--- config.mk ---
export PLATFORM = sky130hd
export DESIGN_NAME = sensor_irq_and_output_regs
export DESIGN_NICKNAME = d
export VERILOG_FILES = /design/src/common/sensor_irq_pkg.sv /design/src/core/bit_sync.sv /design/src/core/rate_scale.sv /design/src/core/sensor_irq_and_output_regs.sv
export VERILOG_INCLUDE_DIRS = /design/src /design/src/common
export SDC_FILE = /design/constraint.sdc
export NUM_CORES = 1
export LEC_CHECK = 0
export BUFFER_PORTS_ARGS = -buffer_cell sky130_fd_sc_hd__buf_2
export CORE_MARGIN = 2
export CORE_UTILIZATION = 50
export CTS_BUF_LIST = sky130_fd_sc_hd__clkbuf_8
export DETAILED_ROUTE_END_ITERATION = 12
export HOLD_SLACK_MARGIN = 0.03
export PLACE_DENSITY_LB_ADDON = 0.3
export SLEW_MARGIN = 20
export SYNTH_ARGS = -nofsm -noshare
export SYNTH_HDL_FRONTEND = slang
export SYNTH_SLANG_ARGS = --single-unit
export TNS_END_PERCENT = 20
--- constraint.sdc ---
create_clock -name sys_clk -period 2.3 [get_ports sys_clk]
set_input_delay 0.46 -clock sys_clk [delete_from_list [all_inputs] [get_ports sys_clk]]
set_output_delay 0.46 -clock sys_clk [all_outputs]
set_load 0.05 [all_outputs]
--- src/common/sensor_irq_defines.svh ---
`ifndef SENSOR_IRQ_DEFINES_SVH
`define SENSOR_IRQ_DEFINES_SVH

// ****************************************************************
// Register offsets
// ****************************************************************
`define ADDR_SYNC_FLAGS 8'h36
`define ADDR_PIN_CONFIG 8'h37
`define ADDR_IRQ_ENABLE 8'h38
`define ADDR_IRQ_FLAGS 8'h3A
`define ADDR_TEMP_HIGH 8'h41
`define ADDR_TEMP_LOW 8'h42
`define ADDR_RATE_X_HIGH 8'h43
`define ADDR_RATE_X_LOW 8'h44
`define ADDR_RATE_Y_HIGH 8'h45
`define ADDR_RATE_Y_LOW 8'h46
`define ADDR_RATE_Z_HIGH 8'h47
`define ADDR_RATE_Z_LOW 8'h48

// ****************************************************************
// Field positions
// ****************************************************************
`define PIN_POLARITY_BIT 7
`define PIN_OPEN_DRAIN_BIT 6
`define PIN_LATCH_BIT 5
`define PIN_ANY_READ_CLR_BIT 4
`define SYNC_POLARITY_BIT 3
`define SYNC_IRQ_EN_BIT 2
`define OVERFLOW_BIT 4
`define DRIVE_READY_BIT 2
`define SAMPLE_READY_BIT 0
`define SYNC_FLAG_BIT 7

// Writable bits and reset values
`define PIN_CONFIG_MASK 8'hFC
`define IRQ_ENABLE_MASK 8'h15
`define PIN_CONFIG_RESET 8'h00
`define IRQ_ENABLE_RESET 8'h00

// ****************************************************************
// Timing
// ****************************************************************
`define SYS_CLK_MHZ 100
`define IRQ_PULSE_US 50

`endif

--- src/common/sensor_irq_pkg.sv ---
package sensor_irq_pkg;

    // Interrupt pin pulse timer states
    typedef enum logic [0:0] {PIN_IDLE, PIN_PULSE} pulse_state_t;

    // Full-scale range codes
    typedef enum logic [1:0] {RANGE_250, RANGE_500, RANGE_1000, RANGE_2000} range_t;

endpackage : sensor_irq_pkg

--- src/core/bit_sync.sv ---
// Two-stage synchroniser for an asynchronous pin
module bit_sync
(
    // Clock and reset
    input wire logic sys_clk,
    input wire logic reset_n,
    // Pin and synchronised level
    input wire logic async_in,
    output logic sync_out
);

    logic meta_r;

    // First stage feeds only the second stage
    always_ff @(posedge sys_clk)
    begin
        if (!reset_n)
        begin
            meta_r <= 1'b0;
            sync_out <= 1'b0;
        end
        else
        begin
            meta_r <= async_in;
            sync_out <= meta_r;
        end
    end

endmodule : bit_sync

--- src/core/rate_scale.sv ---
// Scales a full-precision rate sample to the selected range
module rate_scale
    import sensor_irq_pkg::*;
(
    // Raw rate, 131 LSB per dps
    input wire logic signed [18:0] raw_rate,
    input wire range_t range_sel,
    // Saturated 16-bit rate word
    output logic [15:0] rate_word
);

    logic signed [18:0] shifted;

    // Each range step halves the sensitivity; clip to 16 bits
    always_comb
    begin
        shifted = raw_rate >>> range_sel;
        if (shifted > 19'sh07FFF)
            rate_word = 16'h7FFF;
        else if (shifted < -19'sh08000)
            rate_word = 16'h8000;
        else
            rate_word = shifted[15:0];
    end

endmodule : rate_scale

--- src/core/sensor_irq_and_output_regs.sv ---
// Notes on behaviour
// - Pin polarity bit 1 makes interrupt pin active low, 0 active high.
// - Drive-type bit 1 makes pin open drain, 0 push-pull.
// - Latch bit 1 holds pin until status cleared; 0 gives 50 us pulse.
// - Any-read-clear bit 1: any read clears status; 0: flag register read only.
// - Sync polarity bit 1 treats frame sync as active low, 0 active high.
// - Sync enable raises interrupt on frame sync transition to active level.
// - Overflow event interrupts only while overflow enable bit is 1.
// - Drive-ready enable bit gates drive-ready interrupt.
// - Sample-ready enable bit gates data-ready interrupt.
// - Overflow flag sets on FIFO overflow, clears after flag register read.
// - Sample-ready flag sets on data ready, clears after flag register read.
// - Drive-ready event reported in its own bit of flag register.
// - Temperature word read-only, high byte 65, low byte 66.
// - X rate word read-only, high byte 67, low byte 68.
// - Y rate word read-only, high byte 69, low byte 70.
// - Z rate word read-only, high byte 71, low byte 72.
// - Rate word is sensitivity times rate, 131 LSB/dps at smallest range.
// - Range select 00..11 picks 250, 500, 1000, 2000 dps scaling.
// - Sync flag sets on frame sync interrupt, clears when its register read.

`include "sensor_irq_defines.svh"

module sensor_irq_and_output_regs
    import sensor_irq_pkg::*;
#(
    parameter int unsigned PULSE_CYCLES = `IRQ_PULSE_US * `SYS_CLK_MHZ
)
(
    // Clock and reset
    input wire logic sys_clk,
    input wire logic reset_n,
    // Register port from the serial front end
    input wire logic [7:0] reg_addr,
    input wire logic reg_wr_en,
    input wire logic reg_rd_en,
    input wire logic [7:0] reg_wdata,
    output logic [7:0] reg_rdata,
    // Sensor events, one-cycle pulses
    input wire logic fifo_overflow_evt,
    input wire logic drive_ready_evt,
    input wire logic sample_strobe,
    // Sensor samples, taken on sample_strobe
    input wire logic [15:0] temp_sample,
    input wire logic signed [18:0] raw_rate_x,
    input wire logic signed [18:0] raw_rate_y,
    input wire logic signed [18:0] raw_rate_z,
    input wire logic [1:0] range_select,
    // Frame sync pin
    input wire logic frame_sync_in,
    // Interrupt pin
    output logic irq_pin_o,
    output logic irq_pin_oe
);

    // ****************************************************************
    // Declarations
    // ****************************************************************
    localparam logic [12:0] PULSE_LAST = 13'(PULSE_CYCLES - 1);

    logic [7:0] pin_config_r;
    logic [7:0] irq_enable_r;
    logic overflow_flag_r;
    logic drive_ready_flag_r;
    logic sample_ready_flag_r;
    logic sync_in_flag_r;
    logic [15:0] temp_word_r;
    logic [15:0] rate_x_word_r;
    logic [15:0] rate_y_word_r;
    logic [15:0] rate_z_word_r;
    logic [15:0] rate_x_scaled;
    logic [15:0] rate_y_scaled;
    logic [15:0] rate_z_scaled;
    logic sync_level;
    logic sync_prev_r;
    logic sync_edge;
    logic clear_status;
    logic clear_sync;
    logic irq_event;
    logic irq_pending;
    logic irq_active;
    logic [7:0] read_mux;
    logic [12:0] pulse_cnt_r;
    pulse_state_t pulse_state_r;

    // Configuration fields
    logic pin_active_low;
    logic pin_open_drain;
    logic pin_latched;
    logic any_read_clears;
    logic sync_in_polarity;
    logic sync_in_irq_enable;
    logic overflow_irq_enable;
    logic drive_ready_irq_enable;
    logic sample_ready_irq_enable;

    assign pin_active_low = pin_config_r[`PIN_POLARITY_BIT];
    assign pin_open_drain = pin_config_r[`PIN_OPEN_DRAIN_BIT];
    assign pin_latched = pin_config_r[`PIN_LATCH_BIT];
    assign any_read_clears = pin_config_r[`PIN_ANY_READ_CLR_BIT];
    assign sync_in_polarity = pin_config_r[`SYNC_POLARITY_BIT];
    assign sync_in_irq_enable = pin_config_r[`SYNC_IRQ_EN_BIT];
    assign overflow_irq_enable = irq_enable_r[`OVERFLOW_BIT];
    assign drive_ready_irq_enable = irq_enable_r[`DRIVE_READY_BIT];
    assign sample_ready_irq_enable = irq_enable_r[`SAMPLE_READY_BIT];

    // ****************************************************************
    // Configuration registers
    // ****************************************************************

    // Bits 1 and 0 of the pin config are not stored and read as zero
    always_ff @(posedge sys_clk)
    begin
        if (!reset_n)
        begin
            pin_config_r <= `PIN_CONFIG_RESET;
            irq_enable_r <= `IRQ_ENABLE_RESET;
        end
        else if (reg_wr_en)
        begin
            if (reg_addr == `ADDR_PIN_CONFIG)
                pin_config_r <= reg_wdata & `PIN_CONFIG_MASK;
            if (reg_addr == `ADDR_IRQ_ENABLE)
                irq_enable_r <= reg_wdata & `IRQ_ENABLE_MASK;
        end
    end

    // ****************************************************************
    // Frame sync edge detect
    // ****************************************************************

    // Pin is asynchronous to sys_clk
    bit_sync u_sync_frame_sync_in
    (
        .sys_clk(sys_clk),
        .reset_n(reset_n),
        .async_in(frame_sync_in),
        .sync_out(sync_level)
    );

    // Raw level history keeps a polarity change from faking an edge
    always_ff @(posedge sys_clk)
    begin
        if (!reset_n)
            sync_prev_r <= 1'b0;
        else
            sync_prev_r <= sync_level;
    end

    assign sync_edge = sync_in_irq_enable
        && ((sync_level ^ sync_in_polarity) && !(sync_prev_r ^ sync_in_polarity));

    // ****************************************************************
    // Status flags
    // ****************************************************************

    assign clear_status = reg_rd_en
        && (any_read_clears || (reg_addr == `ADDR_IRQ_FLAGS));
    assign clear_sync = reg_rd_en
        && (any_read_clears || (reg_addr == `ADDR_SYNC_FLAGS));

    always_ff @(posedge sys_clk)
    begin
        if (!reset_n)
            overflow_flag_r <= 1'b0;
        else if (fifo_overflow_evt)
            overflow_flag_r <= 1'b1;
        else if (clear_status)
            overflow_flag_r <= 1'b0;
    end

    always_ff @(posedge sys_clk)
    begin
        if (!reset_n)
            drive_ready_flag_r <= 1'b0;
        else if (drive_ready_evt)
            drive_ready_flag_r <= 1'b1;
        else if (clear_status)
            drive_ready_flag_r <= 1'b0;
    end

    always_ff @(posedge sys_clk)
    begin
        if (!reset_n)
            sample_ready_flag_r <= 1'b0;
        else if (sample_strobe)
            sample_ready_flag_r <= 1'b1;
        else if (clear_status)
            sample_ready_flag_r <= 1'b0;
    end

    // sync flag in its own register
    always_ff @(posedge sys_clk)
    begin
        if (!reset_n)
            sync_in_flag_r <= 1'b0;
        else if (sync_edge)
            sync_in_flag_r <= 1'b1;
        else if (clear_sync)
            sync_in_flag_r <= 1'b0;
    end

    // ****************************************************************
    // Interrupt gating
    // ****************************************************************

    // event gate for all four sources
    // Flags other than the sync flag still record events while their enable is off
    assign irq_event = (fifo_overflow_evt && overflow_irq_enable)
        || (drive_ready_evt && drive_ready_irq_enable)
        || (sample_strobe && sample_ready_irq_enable)
        || sync_edge;

    // pending while any enabled flag stands
    assign irq_pending = (overflow_flag_r && overflow_irq_enable)
        || (drive_ready_flag_r && drive_ready_irq_enable)
        || (sample_ready_flag_r && sample_ready_irq_enable)
        || (sync_in_flag_r && sync_in_irq_enable);

    // ****************************************************************
    // Pulse timer
    // ****************************************************************

    // fixed width pulse; a new event restarts the width
    always_ff @(posedge sys_clk)
    begin
        if (!reset_n)
        begin
            pulse_state_r <= PIN_IDLE;
            pulse_cnt_r <= 13'h0000;
        end
        else
        begin
            case (pulse_state_r)
                PIN_IDLE:
                begin
                    if (irq_event)
                    begin
                        pulse_state_r <= PIN_PULSE;
                        pulse_cnt_r <= PULSE_LAST;
                    end
                end
                PIN_PULSE:
                begin
                    if (irq_event)
                        pulse_cnt_r <= PULSE_LAST;
                    else if (pulse_cnt_r == 13'h0000)
                        pulse_state_r <= PIN_IDLE;
                    else
                        pulse_cnt_r <= pulse_cnt_r - 13'h0001;
                end
                default:
                begin
                    pulse_state_r <= PIN_IDLE;
                    pulse_cnt_r <= 13'h0000;
                end
            endcase
        end
    end

    assign irq_active = pin_latched ? irq_pending : (pulse_state_r == PIN_PULSE);

    // ****************************************************************
    // Interrupt pin drive
    // ****************************************************************

    // Registered so the pin never glitches on decode
    always_ff @(posedge sys_clk)
    begin
        if (!reset_n)
        begin
            irq_pin_o <= 1'b0;
            irq_pin_oe <= 1'b1;
        end
        else if (pin_open_drain)
        begin
            irq_pin_o <= 1'b0;
            irq_pin_oe <= !(irq_active ^ pin_active_low);
        end
        else
        begin
            irq_pin_o <= irq_active ^ pin_active_low;
            irq_pin_oe <= 1'b1;
        end
    end

    // ****************************************************************
    // Sample capture
    // ****************************************************************

    rate_scale u_scale_x
    (
        .raw_rate(raw_rate_x),
        .range_sel(range_t'(range_select)),
        .rate_word(rate_x_scaled)
    );

    rate_scale u_scale_y
    (
        .raw_rate(raw_rate_y),
        .range_sel(range_t'(range_select)),
        .rate_word(rate_y_scaled)
    );

    rate_scale u_scale_z
    (
        .raw_rate(raw_rate_z),
        .range_sel(range_t'(range_select)),
        .rate_word(rate_z_scaled)
    );

    // All four words change together, so one sample is coherent
    always_ff @(posedge sys_clk)
    begin
        if (!reset_n)
        begin
            temp_word_r <= 16'h0000;
            rate_x_word_r <= 16'h0000;
            rate_y_word_r <= 16'h0000;
            rate_z_word_r <= 16'h0000;
        end
        else if (sample_strobe)
        begin
            temp_word_r <= temp_sample;
            rate_x_word_r <= rate_x_scaled;
            rate_y_word_r <= rate_y_scaled;
            rate_z_word_r <= rate_z_scaled;
        end
    end

    // ****************************************************************
    // Read path
    // ****************************************************************

    // Unmapped and reserved bits read as zero
    always_comb
    begin
        read_mux = 8'h00;
        case (reg_addr)
            `ADDR_SYNC_FLAGS:
                read_mux[`SYNC_FLAG_BIT] = sync_in_flag_r;
            `ADDR_PIN_CONFIG:
                read_mux = pin_config_r;
            `ADDR_IRQ_ENABLE:
                read_mux = irq_enable_r;
            `ADDR_IRQ_FLAGS:
            begin
                read_mux[`OVERFLOW_BIT] = overflow_flag_r;
                read_mux[`DRIVE_READY_BIT] = drive_ready_flag_r;
                read_mux[`SAMPLE_READY_BIT] = sample_ready_flag_r;
            end
            `ADDR_TEMP_HIGH:
                read_mux = temp_word_r[15:8];
            `ADDR_TEMP_LOW:
                read_mux = temp_word_r[7:0];
            `ADDR_RATE_X_HIGH:
                read_mux = rate_x_word_r[15:8];
            `ADDR_RATE_X_LOW:
                read_mux = rate_x_word_r[7:0];
            `ADDR_RATE_Y_HIGH:
                read_mux = rate_y_word_r[15:8];
            `ADDR_RATE_Y_LOW:
                read_mux = rate_y_word_r[7:0];
            `ADDR_RATE_Z_HIGH:
                read_mux = rate_z_word_r[15:8];
            `ADDR_RATE_Z_LOW:
                read_mux = rate_z_word_r[7:0];
            default:
                read_mux = 8'h00;
        endcase
    end

    // Data is captured before the same edge clears the flags
    always_ff @(posedge sys_clk)
    begin
        if (!reset_n)
            reg_rdata <= 8'h00;
        else if (reg_rd_en)
            reg_rdata <= read_mux;
    end

endmodule : sensor_irq_and_output_regs

==> run_results.csv, run 1 <==
group,metric,value,unit
status,outcome,"complete, no violations",
routing,viasPerCell,6.06,
logic_synthesis,synth_top_area_cell,"dfxtp_1",
timing,max_slew.worst_pin.slew,595,ps
timing,fin_crit,1960,ps
finish,area_growth,15.4,%
logic_synthesis,async_flop_share,0,
logic_synthesis,synth_area,5910,um2
worst_setup_path,cp-end-kind,"flip-flop",
worst_setup_path,cp_data_arrival_time,2230,ps
placed_design,hpwl,11100,um
worst_setup_path,worstPathMaxFanout,5,
clock_tree,htreeDepth,3,
clock_tree,cts_num_sinks,104,
timing,max_freq,0.509,GHz
timing,relSlewSlack,0.593,
clock_tree,cts-resized-gates,0,
floorplanning,start_util,0.516,
worst_setup_path,startpoint,"pulse_cnt_r[8]",
worst_setup_path,rr_worst_depth,5,
floorplanning,rows,39,
global_route,grt_pass1_wl,24000,um
worst_setup_path,r2r_slack,340,ps
logic_synthesis,avgSynthCellArea,9.58,um2
floorplanning,die_h,113,um
clock_tree,cts.clk_slew.worst_paths,100,ps
logic_synthesis,synth_compound_area_frac,0.202,
routing,drc_errors,0,
hold_path,hp-start,"frame_sync_in",
timing,tns,0,ps
timing,hold_violations,0,
global_route,grt_max_degree,69,
clock_tree,post_cts_buffers,0,
routing,num_vias,5161,
routing,wl_per_cell,17.4,um
logic_synthesis,yosysSeqAreaShare,0.352,
timing,finalCritPeriodShare,0.854,
logic_synthesis,synth_common_cells,"dfxtp_1, a21oi_1, nand2_1",
placed_design,gp_congestion,0.960,
logic_synthesis,yosys_register_bits,104,
hold_path,min_path_type,"input port to flip-flop",
global_route,grt_pass1_vias,4811,
timing,rsz0062_at_grt,"false",
worst_setup_path,crit_chain,"or4_1 -> o41a_1 -> nand4_1 -> xor2_1 -> nor2_1",
clock_tree,cts_hold_buf,0,
routing,drt_first_pass_iters,5,
global_route,antenna_found_initial,0,
logic_synthesis,synth_nets,718,
clock_tree,numCtsBuffers,9,
routing,drtIter0Drc,341,
routing,ant_nets,0,
logic_synthesis,synth_cells,617,
logic_synthesis,ys_warn_count,0,
run,maxCapViolCount,0,
worst_setup_path,criticalPathCategory,"flip-flop to flip-flop",
logic_synthesis,synth_cell_type_count,55,
floorplanning,core_area,11500,um2
global_route,grt.total_usage,0.233,
timing,finalSetupViolCount,0,
logic_synthesis,synth-edff-count,0,
clock_tree,cts_buffer_depth,2,
worst_setup_path,rr_startpoint,"pulse_cnt_r[8]",
finish,fillers,982,
worst_setup_path,worstReg2RegEnd,"pulse_cnt_r[11]",
placed_design,io_buffers,107,
finish,drive_gt1_frac,0.281,
timing,skew,11.6,ps
clock_tree,cts-root-buf,"clkbuf_8",
logic_synthesis,synth_area_leaders,"dfxtp_1, mux4_2, mux2i_1, a21oi_1, o21ai_0",
logic_synthesis,synth_top_area_share,0.352,
pwr,p_per_area,568,nW/um2
worst_setup_path,critPathCapture,"pulse_cnt_r[11]",
global_route,grt_overflow,0,
logic_synthesis,ys.flop_type,"dfxtp_1",
worst_setup_path,critPathSlowestCell,"or4_1",
worst_setup_path,cp.required,2570,ps
worst_setup_path,slowest_delay,630,ps
floorplanning,ios,109,
timing,slew_violations,0,
logic_synthesis,synth_adder_area_share,0.00423,
routing,drt-total-wl,14800,um
pwr,power,0.00387,W
logic_synthesis,synth.most_common_cell,"dfxtp_1",
clock_tree,cts_tree,"done",
finish,diodes,0,
pwr,ir_drop,0.000365,V
logic_synthesis,synth-simple-area-share,0.143,
logic_synthesis,synthXorXnorAreaFrac,0.0148,
floorplanning,die-area,12700,um2
logic_synthesis,synth_top_family_by_area,"multiplexers",
clock_tree,clk-insertion-delay-late,380,ps
logic_synthesis,synthMuxAreaShare,0.246,
worst_setup_path,cp-start-kind,"flip-flop",
pwr,leakage,2.78,nW
floorplanning,die_x,113,um
finish,final_nets,804,
-- metrics by stage --
stage          hold slack [ps]  utilization  instance area (um2)  setup slack (ps)  std cells
2_1_floorplan              394            -                 5910               314        617
3_3_place_gp               423        0.577                 6610               175        835
3_5_place_dp               430        0.577                 6610               121        835
4_1_cts                    291        0.595                 6820               357        851
5_1_grt                    291        0.595                 6820               247        851
6_report                   295        0.595                 6820               336        851
-- worst min path at each step --
stage / to / depth (start not counted)
final: u_sync_frame_sync_in.meta_r / 2
after detailed placement: u_sync_frame_sync_in.sync_out / 1
after floorplan: irq_pin_oe / 1
after global placement: u_sync_frame_sync_in.sync_out / 1
after CTS: u_sync_frame_sync_in.meta_r / 2
after global routing: u_sync_frame_sync_in.meta_r / 2
-- state kept, by name, indices dropped and copies added (netlist names), 3 cells and up --
name / flops
temp_word_r: 16
reg_rdata: 8
rate_y_word_r: 16
pulse_cnt_r: 13
rate_x_word_r: 16
pin_config_r: 6
rate_z_word_r: 16
irq_enable_r: 3
-- critical path, delay by kind of cell (launching register included) --
kind | cells | cell delay [ps]
simple gates | 3 | 840
compound gates | 1 | 490
xor+xnor | 1 | 150
flops | 1 | 370
-- layout make-up --
type	count	area, um2	area share
multi-input cells	455	3600	0.528
clock inverters	7	86.3	0.0127
repair buffers	128	731	0.107
clock buffers	9	124	0.0182
well taps	143	179	0.0262
flip-flops and latches	104	2080	0.305
inverters	5	18.8	0.00275
-- routing by layer --
layer | part of all wire | vias to the layer above | GRT usage
met1 | 0.44 | 2450 | 0.323
met4 | 0.015 | 0 | 0.0675
met2 | 0.49 | 188 | 0.384
li1 | - | 2505 | -
met5 | 0 | - | 0
met3 | 0.059 | 18 | 0.0337
-- report_power, final --
part | switching, W | internal [W]
combinational | 0.000365 | 0.000348
clock | 0.000676 | 0.000528
sequential | 0.0000587 | 0.00190
total | 0.00110 | 0.00277
-- kinds of logic (layout without fill, tap and decap cells) --
| family | after synthesis | after routing |
|---|---|---|
| XOR/XNOR | 10 | 10 |
| buffers and inverters | 58 | 149 |
| flip-flops | 104 | 104 |
| adder cells (fa/ha/maj) | 2 | 2 |
| AO/OA/AOI/OAI | 190 | 190 |
| multiplexers | 88 | 88 |
| AND/OR/NAND/NOR | 165 | 165 |
-- cells in the final DEF (no fill, tap or decap), drive strengths merged, types with 8 or more instances in the layout --
cell type,instances
clkbuf,9
inv,9
buf,128
nor2,25
nor2b,34
a21boi,8
mux2i,36
a22o,11
o21ai,53
mux4,45
a22oi,14
dfxtp,104
a21oi,59
nand2,57
nand3,10
(Power assumes the default switching activity.)
==> inputs of run 2 (changes only) <==
--- a/config.mk
+++ b/config.mk
@@ -7,8 +7,11 @@
 export NUM_CORES = 1
 export LEC_CHECK = 0
 export BUFFER_PORTS_ARGS = -buffer_cell sky130_fd_sc_hd__buf_2
+export CELL_PAD_IN_SITES_DETAIL_PLACEMENT = 1
+export CELL_PAD_IN_SITES_GLOBAL_PLACEMENT = 1
+export CORE_ASPECT_RATIO = 1.4
 export CORE_MARGIN = 2
-export CORE_UTILIZATION = 50
+export CORE_UTILIZATION = 44
 export CTS_BUF_LIST = sky130_fd_sc_hd__clkbuf_8
 export DETAILED_ROUTE_END_ITERATION = 12
 export HOLD_SLACK_MARGIN = 0.03
==> run 2 against run 1 <==
Net effect:
- cell count is 5.1% higher
- critical endpoint is now pulse_cnt_r[5]
- critical path type unchanged
- largest cell class unchanged
- fmax up 2.5%
- clock skew decreased by 5.0 ps
- utilization is 7.4 points lower
==> run_results.csv, run 2 (synthesized netlist as in run 1, its figures left out) <==
group,metric,value,unit
status,outcome,"complete, no violations",
pwr,ir_drop,0.000262,V
clock_tree,post_cts_buffers,0,
routing,num_vias,5296,
clock_tree,numCtsBuffers,9,
clock_tree,cts_hold_buf,0,
finish,fillers,1570,
finish,finalInstanceArea,6910,um2
routing,drc_errors,0,
hold_path,min_path_type,"input port to flip-flop",
floorplanning,core_area,13300,um2
placed_design,gp_congestion,0.954,
global_route,grt_pass1_wl,28200,um
routing,wl_per_cell,19.7,um
routing,drt-total-wl,17600,um
timing,rsz0062_at_grt,"false",
floorplanning,start_util,0.446,
clock_tree,htreeDepth,3,
clock_tree,cts.clk_slew.worst_paths,100,ps
global_route,grt.total_usage,0.252,
routing,ant_nets,0,
placed_design,io_buffers,107,
timing,finalCritPeriodShare,0.833,
worst_setup_path,worstPathMaxFanout,5,
finish,final_common_cell,"buf_2",
floorplanning,die_h,141,um
global_route,grt_pass1_vias,5511,
routing,drtIter0Drc,191,
pwr,leakage,2.80,nW
timing,tns,0,ps
routing,drt_first_pass_iters,5,
finish,area_growth,16.8,%
finish,diodes,0,
clock_tree,cts_num_sinks,104,
clock_tree,cts_buffer_depth,2,
finish,drive_gt1_frac,0.285,
pwr,p_per_area,567,nW/um2
clock_tree,cts_tree,"done",
floorplanning,rows,50,
timing,hold_violations,0,
run,maxCapViolCount,0,
timing,max_slew.worst_pin.slew,536,ps
clock_tree,clk-insertion-delay-late,380,ps
finish,layoutNonFillerInstCount,894,
finish,layout_common_cells,"buf_2, dfxtp_1, a21oi_1",
worst_setup_path,criticalPathCategory,"flip-flop to flip-flop",
worst_setup_path,cp.required,2570,ps
placed_design,placed_cell_area,6690,um2
timing,max_freq,0.522,GHz
global_route,antenna_found_initial,0,
placed_design,hpwl,13800,um
global_route,grt_max_degree,69,
timing,skew,6.62,ps
worst_setup_path,cp-start-kind,"flip-flop",
finish,final_nets,808,
routing,viasPerCell,5.92,
floorplanning,die_x,102,um
pwr,power,0.00392,W
timing,relSlewSlack,0.640,
worst_setup_path,cp_data_arrival_time,2190,ps
floorplanning,ios,109,
clock_tree,cts-root-buf,"clkbuf_8",
timing,fin_crit,1920,ps
floorplanning,die-area,14400,um2
finish,post-route-util,0.521,
timing,slew_violations,0,
timing,finalSetupViolCount,0,
global_route,grt_overflow,0,
worst_setup_path,cp-end-kind,"flip-flop",
clock_tree,cts-resized-gates,0,
placed_design,dp.cells,878,
run 2: cell types whose count changed in the layout (fill, tap and decap cells not counted):
cell,change
buf_4,+4
clkinv_4,-1
clkinvlp_4,+1
clkbuf_8,+2
inv_8,-2
run 2: final timing paths:
path                               start  cells after the start  slack [ps]                       endpoint
max                       pulse_cnt_r[8]                      5         380                 pulse_cnt_r[5]
min                        frame_sync_in                      2         280    u_sync_frame_sync_in.meta_r
max reg2reg               pulse_cnt_r[8]                      5         380                 pulse_cnt_r[5]
min reg2reg  u_sync_frame_sync_in.meta_r                      1         450  u_sync_frame_sync_in.sync_out
run 2: area by class of cell:
| cell class | count | area, um2 | share of cell area |
|---|---|---|---|
| multi-input combinational | 455 | 3600 | 0.522 |
| clock buffer | 11 | 151 | 0.0219 |
| timing repair buffer | 132 | 761 | 0.110 |
| inverter | 5 | 18.8 | 0.00272 |
| sequential | 104 | 2080 | 0.301 |
| tap | 182 | 228 | 0.0330 |
| clock inverter | 5 | 62.6 | 0.00906 |
run 2: metrics by stage:
stage	hold WS [ps]	setup WS, ps
2_1_floorplan	394	314
3_3_place_gp	424	130
3_5_place_dp	439	52.4
4_1_cts	267	368
5_1_grt	275	263
6_report	283	383
run 2: report_power, final:
| group | internal, W | switching (W) | total, W |
|---|---|---|---|
| clock | 0.000570 | 0.000648 | 0.00122 |
| sequential | 0.00190 | 0.0000625 | 0.00196 |
| combinational | 0.000353 | 0.000386 | 0.000739 |
run 2: worst max-delay path, cell delays in order, from the launching register on:
cell,delay (ps)
dfxtp_1,360
or4_1,620
o41a_1,480
nand3b_1,140
xor2_1,160
nor2_1,50
run 2: routing by layer:
layer,wire (um),share of wire,GRT usage,up-vias
met2,9680,0.55,0.459,133
li1,-,-,-,2509
met1,6830,0.39,0.287,2614
met3,523,0.030,0.0327,40
met5,0,0,0,-
met4,611,0.035,0.116,0
==> inputs of run 3 (changes only) <==
--- a/config.mk
+++ b/config.mk
@@ -6,12 +6,13 @@
 export SDC_FILE = /design/constraint.sdc
 export NUM_CORES = 1
 export LEC_CHECK = 0
+export ABC_AREA = 1
 export BUFFER_PORTS_ARGS = -buffer_cell sky130_fd_sc_hd__buf_2
 export CELL_PAD_IN_SITES_DETAIL_PLACEMENT = 1
 export CELL_PAD_IN_SITES_GLOBAL_PLACEMENT = 1
 export CORE_ASPECT_RATIO = 1.4
 export CORE_MARGIN = 2
-export CORE_UTILIZATION = 44
+export CORE_UTILIZATION = 41
 export CTS_BUF_LIST = sky130_fd_sc_hd__clkbuf_8
 export DETAILED_ROUTE_END_ITERATION = 12
 export HOLD_SLACK_MARGIN = 0.03
==> constraint.sdc (replaced) <==
create_clock -name sys_clk -period 1.8 [get_ports sys_clk]
set_input_delay 0.36 -clock sys_clk [delete_from_list [all_inputs] [get_ports sys_clk]]
set_output_delay 0.36 -clock sys_clk [all_outputs]
set_load 0.05 [all_outputs]
==> run 3 against run 2 <==
Net effect:
- sequential share of layout area decreased by 2.2 points
- clock skew is 7.2 ps higher
- area after synthesis rose by 7.1%
- global-route usage decreased by 2.1 points
- register-to-register slack got worse by 270 ps
- hold slack got worse by 120 ps
- die area increased by 14%
- sequential power increased by 27%
- setup slack lost 270 ps
- clock power grew 23%
- fmax rose by 14%
- sequential cell count stayed put
==> run_results.csv, run 3 <==
group,metric,value,unit
logic_synthesis,async_flop_share,0,
timing,relSlewSlack,0.677,
worst_setup_path,worstReg2RegEnd,"pulse_cnt_r[1]",
placed_design,pre_cts_slack,-21.7,ps
global_route,grt_pass1_wl,30700,um
timing,max_slew.worst_pin.slew,483,ps
logic_synthesis,synth_area,6330,um2
logic_synthesis,ys.flop_type,"dfxtp_1",
floorplanning,die_x,109,um
timing,finalSetupViolCount,0,
routing,wl_per_cell,14.3,um
floorplanning,die_h,151,um
global_route,grt_pass1_vias,6631,
worst_setup_path,rr_startpoint,"pulse_cnt_r[0]",
clock_tree,post_cts_buffers,0,
hold_path,hold_depth,3,
logic_synthesis,yosysSeqAreaShare,0.329,
worst_setup_path,worstPathMaxFanout,6,
pwr,power.share.clock,0.303,
global_route,grt_overflow,0,
finish,layout_common_cells,"nand2_1, o21ai_0, buf_2",
floorplanning,die-area,16500,um2
routing,drtIter0Drc,268,
floorplanning,core_area,15100,um2
floorplanning,start_util,0.420,
floorplanning,ios,109,
pwr,combPwrFrac,0.195,
logic_synthesis,synth_top_area_share,0.329,
routing,num_vias,6726,
worst_setup_path,rr_worst_depth,10,
pwr,pwr-share-seq,0.502,
pwr,leakage,3.49,nW
pwr,p_sw,0.00149,W
routing,ant_nets,0,
clock_tree,cts.clk_slew.worst_paths,100,ps
timing,whs,167,ps
worst_setup_path,cp.required,2060,ps
logic_synthesis,synth_top_area_cell,"dfxtp_1",
clock_tree,cts_buffer_depth,2,
routing,drt-total-wl,18500,um
floorplanning,rows,53,
clock_tree,cts_hold_buf,0,
logic_synthesis,synth_common_cells,"nand2_1, o21ai_0, dfxtp_1",
clock_tree,clk-insertion-delay-late,380,ps
hold_path,whs_endpoint,"u_sync_frame_sync_in.meta_r",
clock_tree,cts_tree,"done",
logic_synthesis,synth-edff-count,0,
clock_tree,cts-root-buf,"clkbuf_8",
timing,skew,13.8,ps
timing,hold_violations,0,
pwr,p_per_area,666,nW/um2
placed_design,gp_congestion,0.824,
timing,slew_violations,0,
finish,area_growth,17.6,%
hold_path,hp-start,"frame_sync_in",
timing,fin_crit,1680,ps
logic_synthesis,synth_area_leaders,"dfxtp_1, nand2_1, o21ai_0, nand3_1, nor2_1",
clock_tree,htreeDepth,3,
finish,fillers,2126,
placed_design,io_buffers,107,
finish,diodes,0,
timing,finalCritPeriodShare,0.935,
global_route,antenna_found_initial,0,
routing,drc_errors,0,
routing,viasPerCell,5.20,
pwr,ir_drop,0.000319,V
worst_setup_path,cp-start-kind,"flip-flop",
finish,drive_gt1_frac,0.204,
hold_path,min_path_type,"input port to flip-flop",
logic_synthesis,synth_cells,1002,
pwr,power.internal,0.00347,W
clock_tree,numCtsBuffers,9,
clock_tree,cts_num_sinks,104,
placed_design,hpwl,14600,um
timing,setup_ws,117,ps
finish,final_common_cell,"nand2_1",
pwr,switching_share,0.301,
logic_synthesis,ys_warn_count,0,
worst_setup_path,criticalPathCategory,"flip-flop to flip-flop",
logic_synthesis,synth.most_common_cell,"nand2_1",
routing,drt_first_pass_iters,4,
global_route,grt_max_degree,64,
placed_design,placed_cell_area,7230,um2
worst_setup_path,cp_data_arrival_time,1950,ps
status,outcome,"complete, no violations",
finish,final_nets,1198,
global_route,grt.total_usage,0.232,
logic_synthesis,avgSynthCellArea,6.32,um2
finish,finalInstanceArea,7440,um2
logic_synthesis,yosys_register_bits,104,
worst_setup_path,r2r_slack,120,ps
timing,max_freq,0.594,GHz
run,maxCapViolCount,0,
logic_synthesis,synth_nets,1103,
clock_tree,cts-resized-gates,0,
logic_synthesis,synth_cell_type_count,35,
worst_setup_path,cp-end-kind,"flip-flop",
## run 3: changes by cell type in the layout (fill, tap and decap cells not counted), sizes merged, moves of 34 or more
cell	change
a21oi	+39
inv	+74
mux4	-45
nand2	+217
nand3	+82
nor2	+79
nor2b	-34
o21ai	+96
## run 3: worst max-delay path by stage
stage | depth (start not counted) | to | slack (ps) | startpoint
floorplan | 9 | rate_y_word_r[10] | 260 | range_select[0]
global placement | 11 | reg_rdata[5] | 70 | reg_addr[3]
detailed placement | 10 | reg_rdata[0] | -20 | reg_addr[0]
CTS | 10 | pulse_cnt_r[12] | 100 | pulse_cnt_r[0]
global route | 10 | pulse_cnt_r[1] | -3 | pulse_cnt_r[0]
finish | 10 | pulse_cnt_r[1] | 120 | pulse_cnt_r[0]
## run 3: worst max-delay path, cell delays in order, from the launching register on
cell	delay, ps
dfxtp_1	330
inv_1	120
ha_2	200
inv_1	40
nor3_1	130
nand3b_1	140
nand2_1	100
nand2_2	100
buf_4	190
o21ai_1	140
a21oi_1	70
## run 3: logic make-up after synthesis
logic type / after synthesis / share of synthesized area
fa+ha+maj: 2 / 0.00395
compound gates: 252 / 0.222
simple gates: 487 / 0.321
buf+inv: 139 / 0.0961
flops: 104 / 0.329
mux: 14 / 0.0227
xor+xnor: 4 / 0.00554
## run 3: area by class of cell
class                   count  area, um2  area share
clock inverters             7       77.6      0.0104
clock buffers               9        124      0.0166
well taps                 192        240      0.0323
inverters                  80        303      0.0407
repair buffers            143        956       0.128
multi-input cells         759       3660       0.492
flip-flops and latches    104       2080       0.280
## run 3: per-stage QoR
stage	power (W)	TNS [ps]	util	cells
5_1_grt	0.00522	-2.73	0.494	1294
3_3_place_gp	0.00348	0	0.480	1278
2_1_floorplan	0.00316	0	-	1002
4_1_cts	0.00500	0	0.493	1294
6_report	0.00496	0	0.494	1294
3_5_place_dp	0.00351	-23.6	0.480	1278
## run 3: per-layer routing
layer | wire [um] | GRT usage
met5 | 0 | 0
met3 | 475 | 0.0202
met4 | 534 | 0.0897
met1 | 8220 | 0.278
met2 | 9250 | 0.420
## run 3: power groups by stage
stage          Sequential, W  Clock, W  Combinational (W)
6_report             0.00249   0.00150           0.000966
5_1_grt              0.00250   0.00162            0.00110
4_1_cts              0.00249   0.00153           0.000976
3_5_place_dp         0.00254         0           0.000970
3_3_place_gp         0.00254         0           0.000943
2_1_floorplan        0.00253         0           0.000635
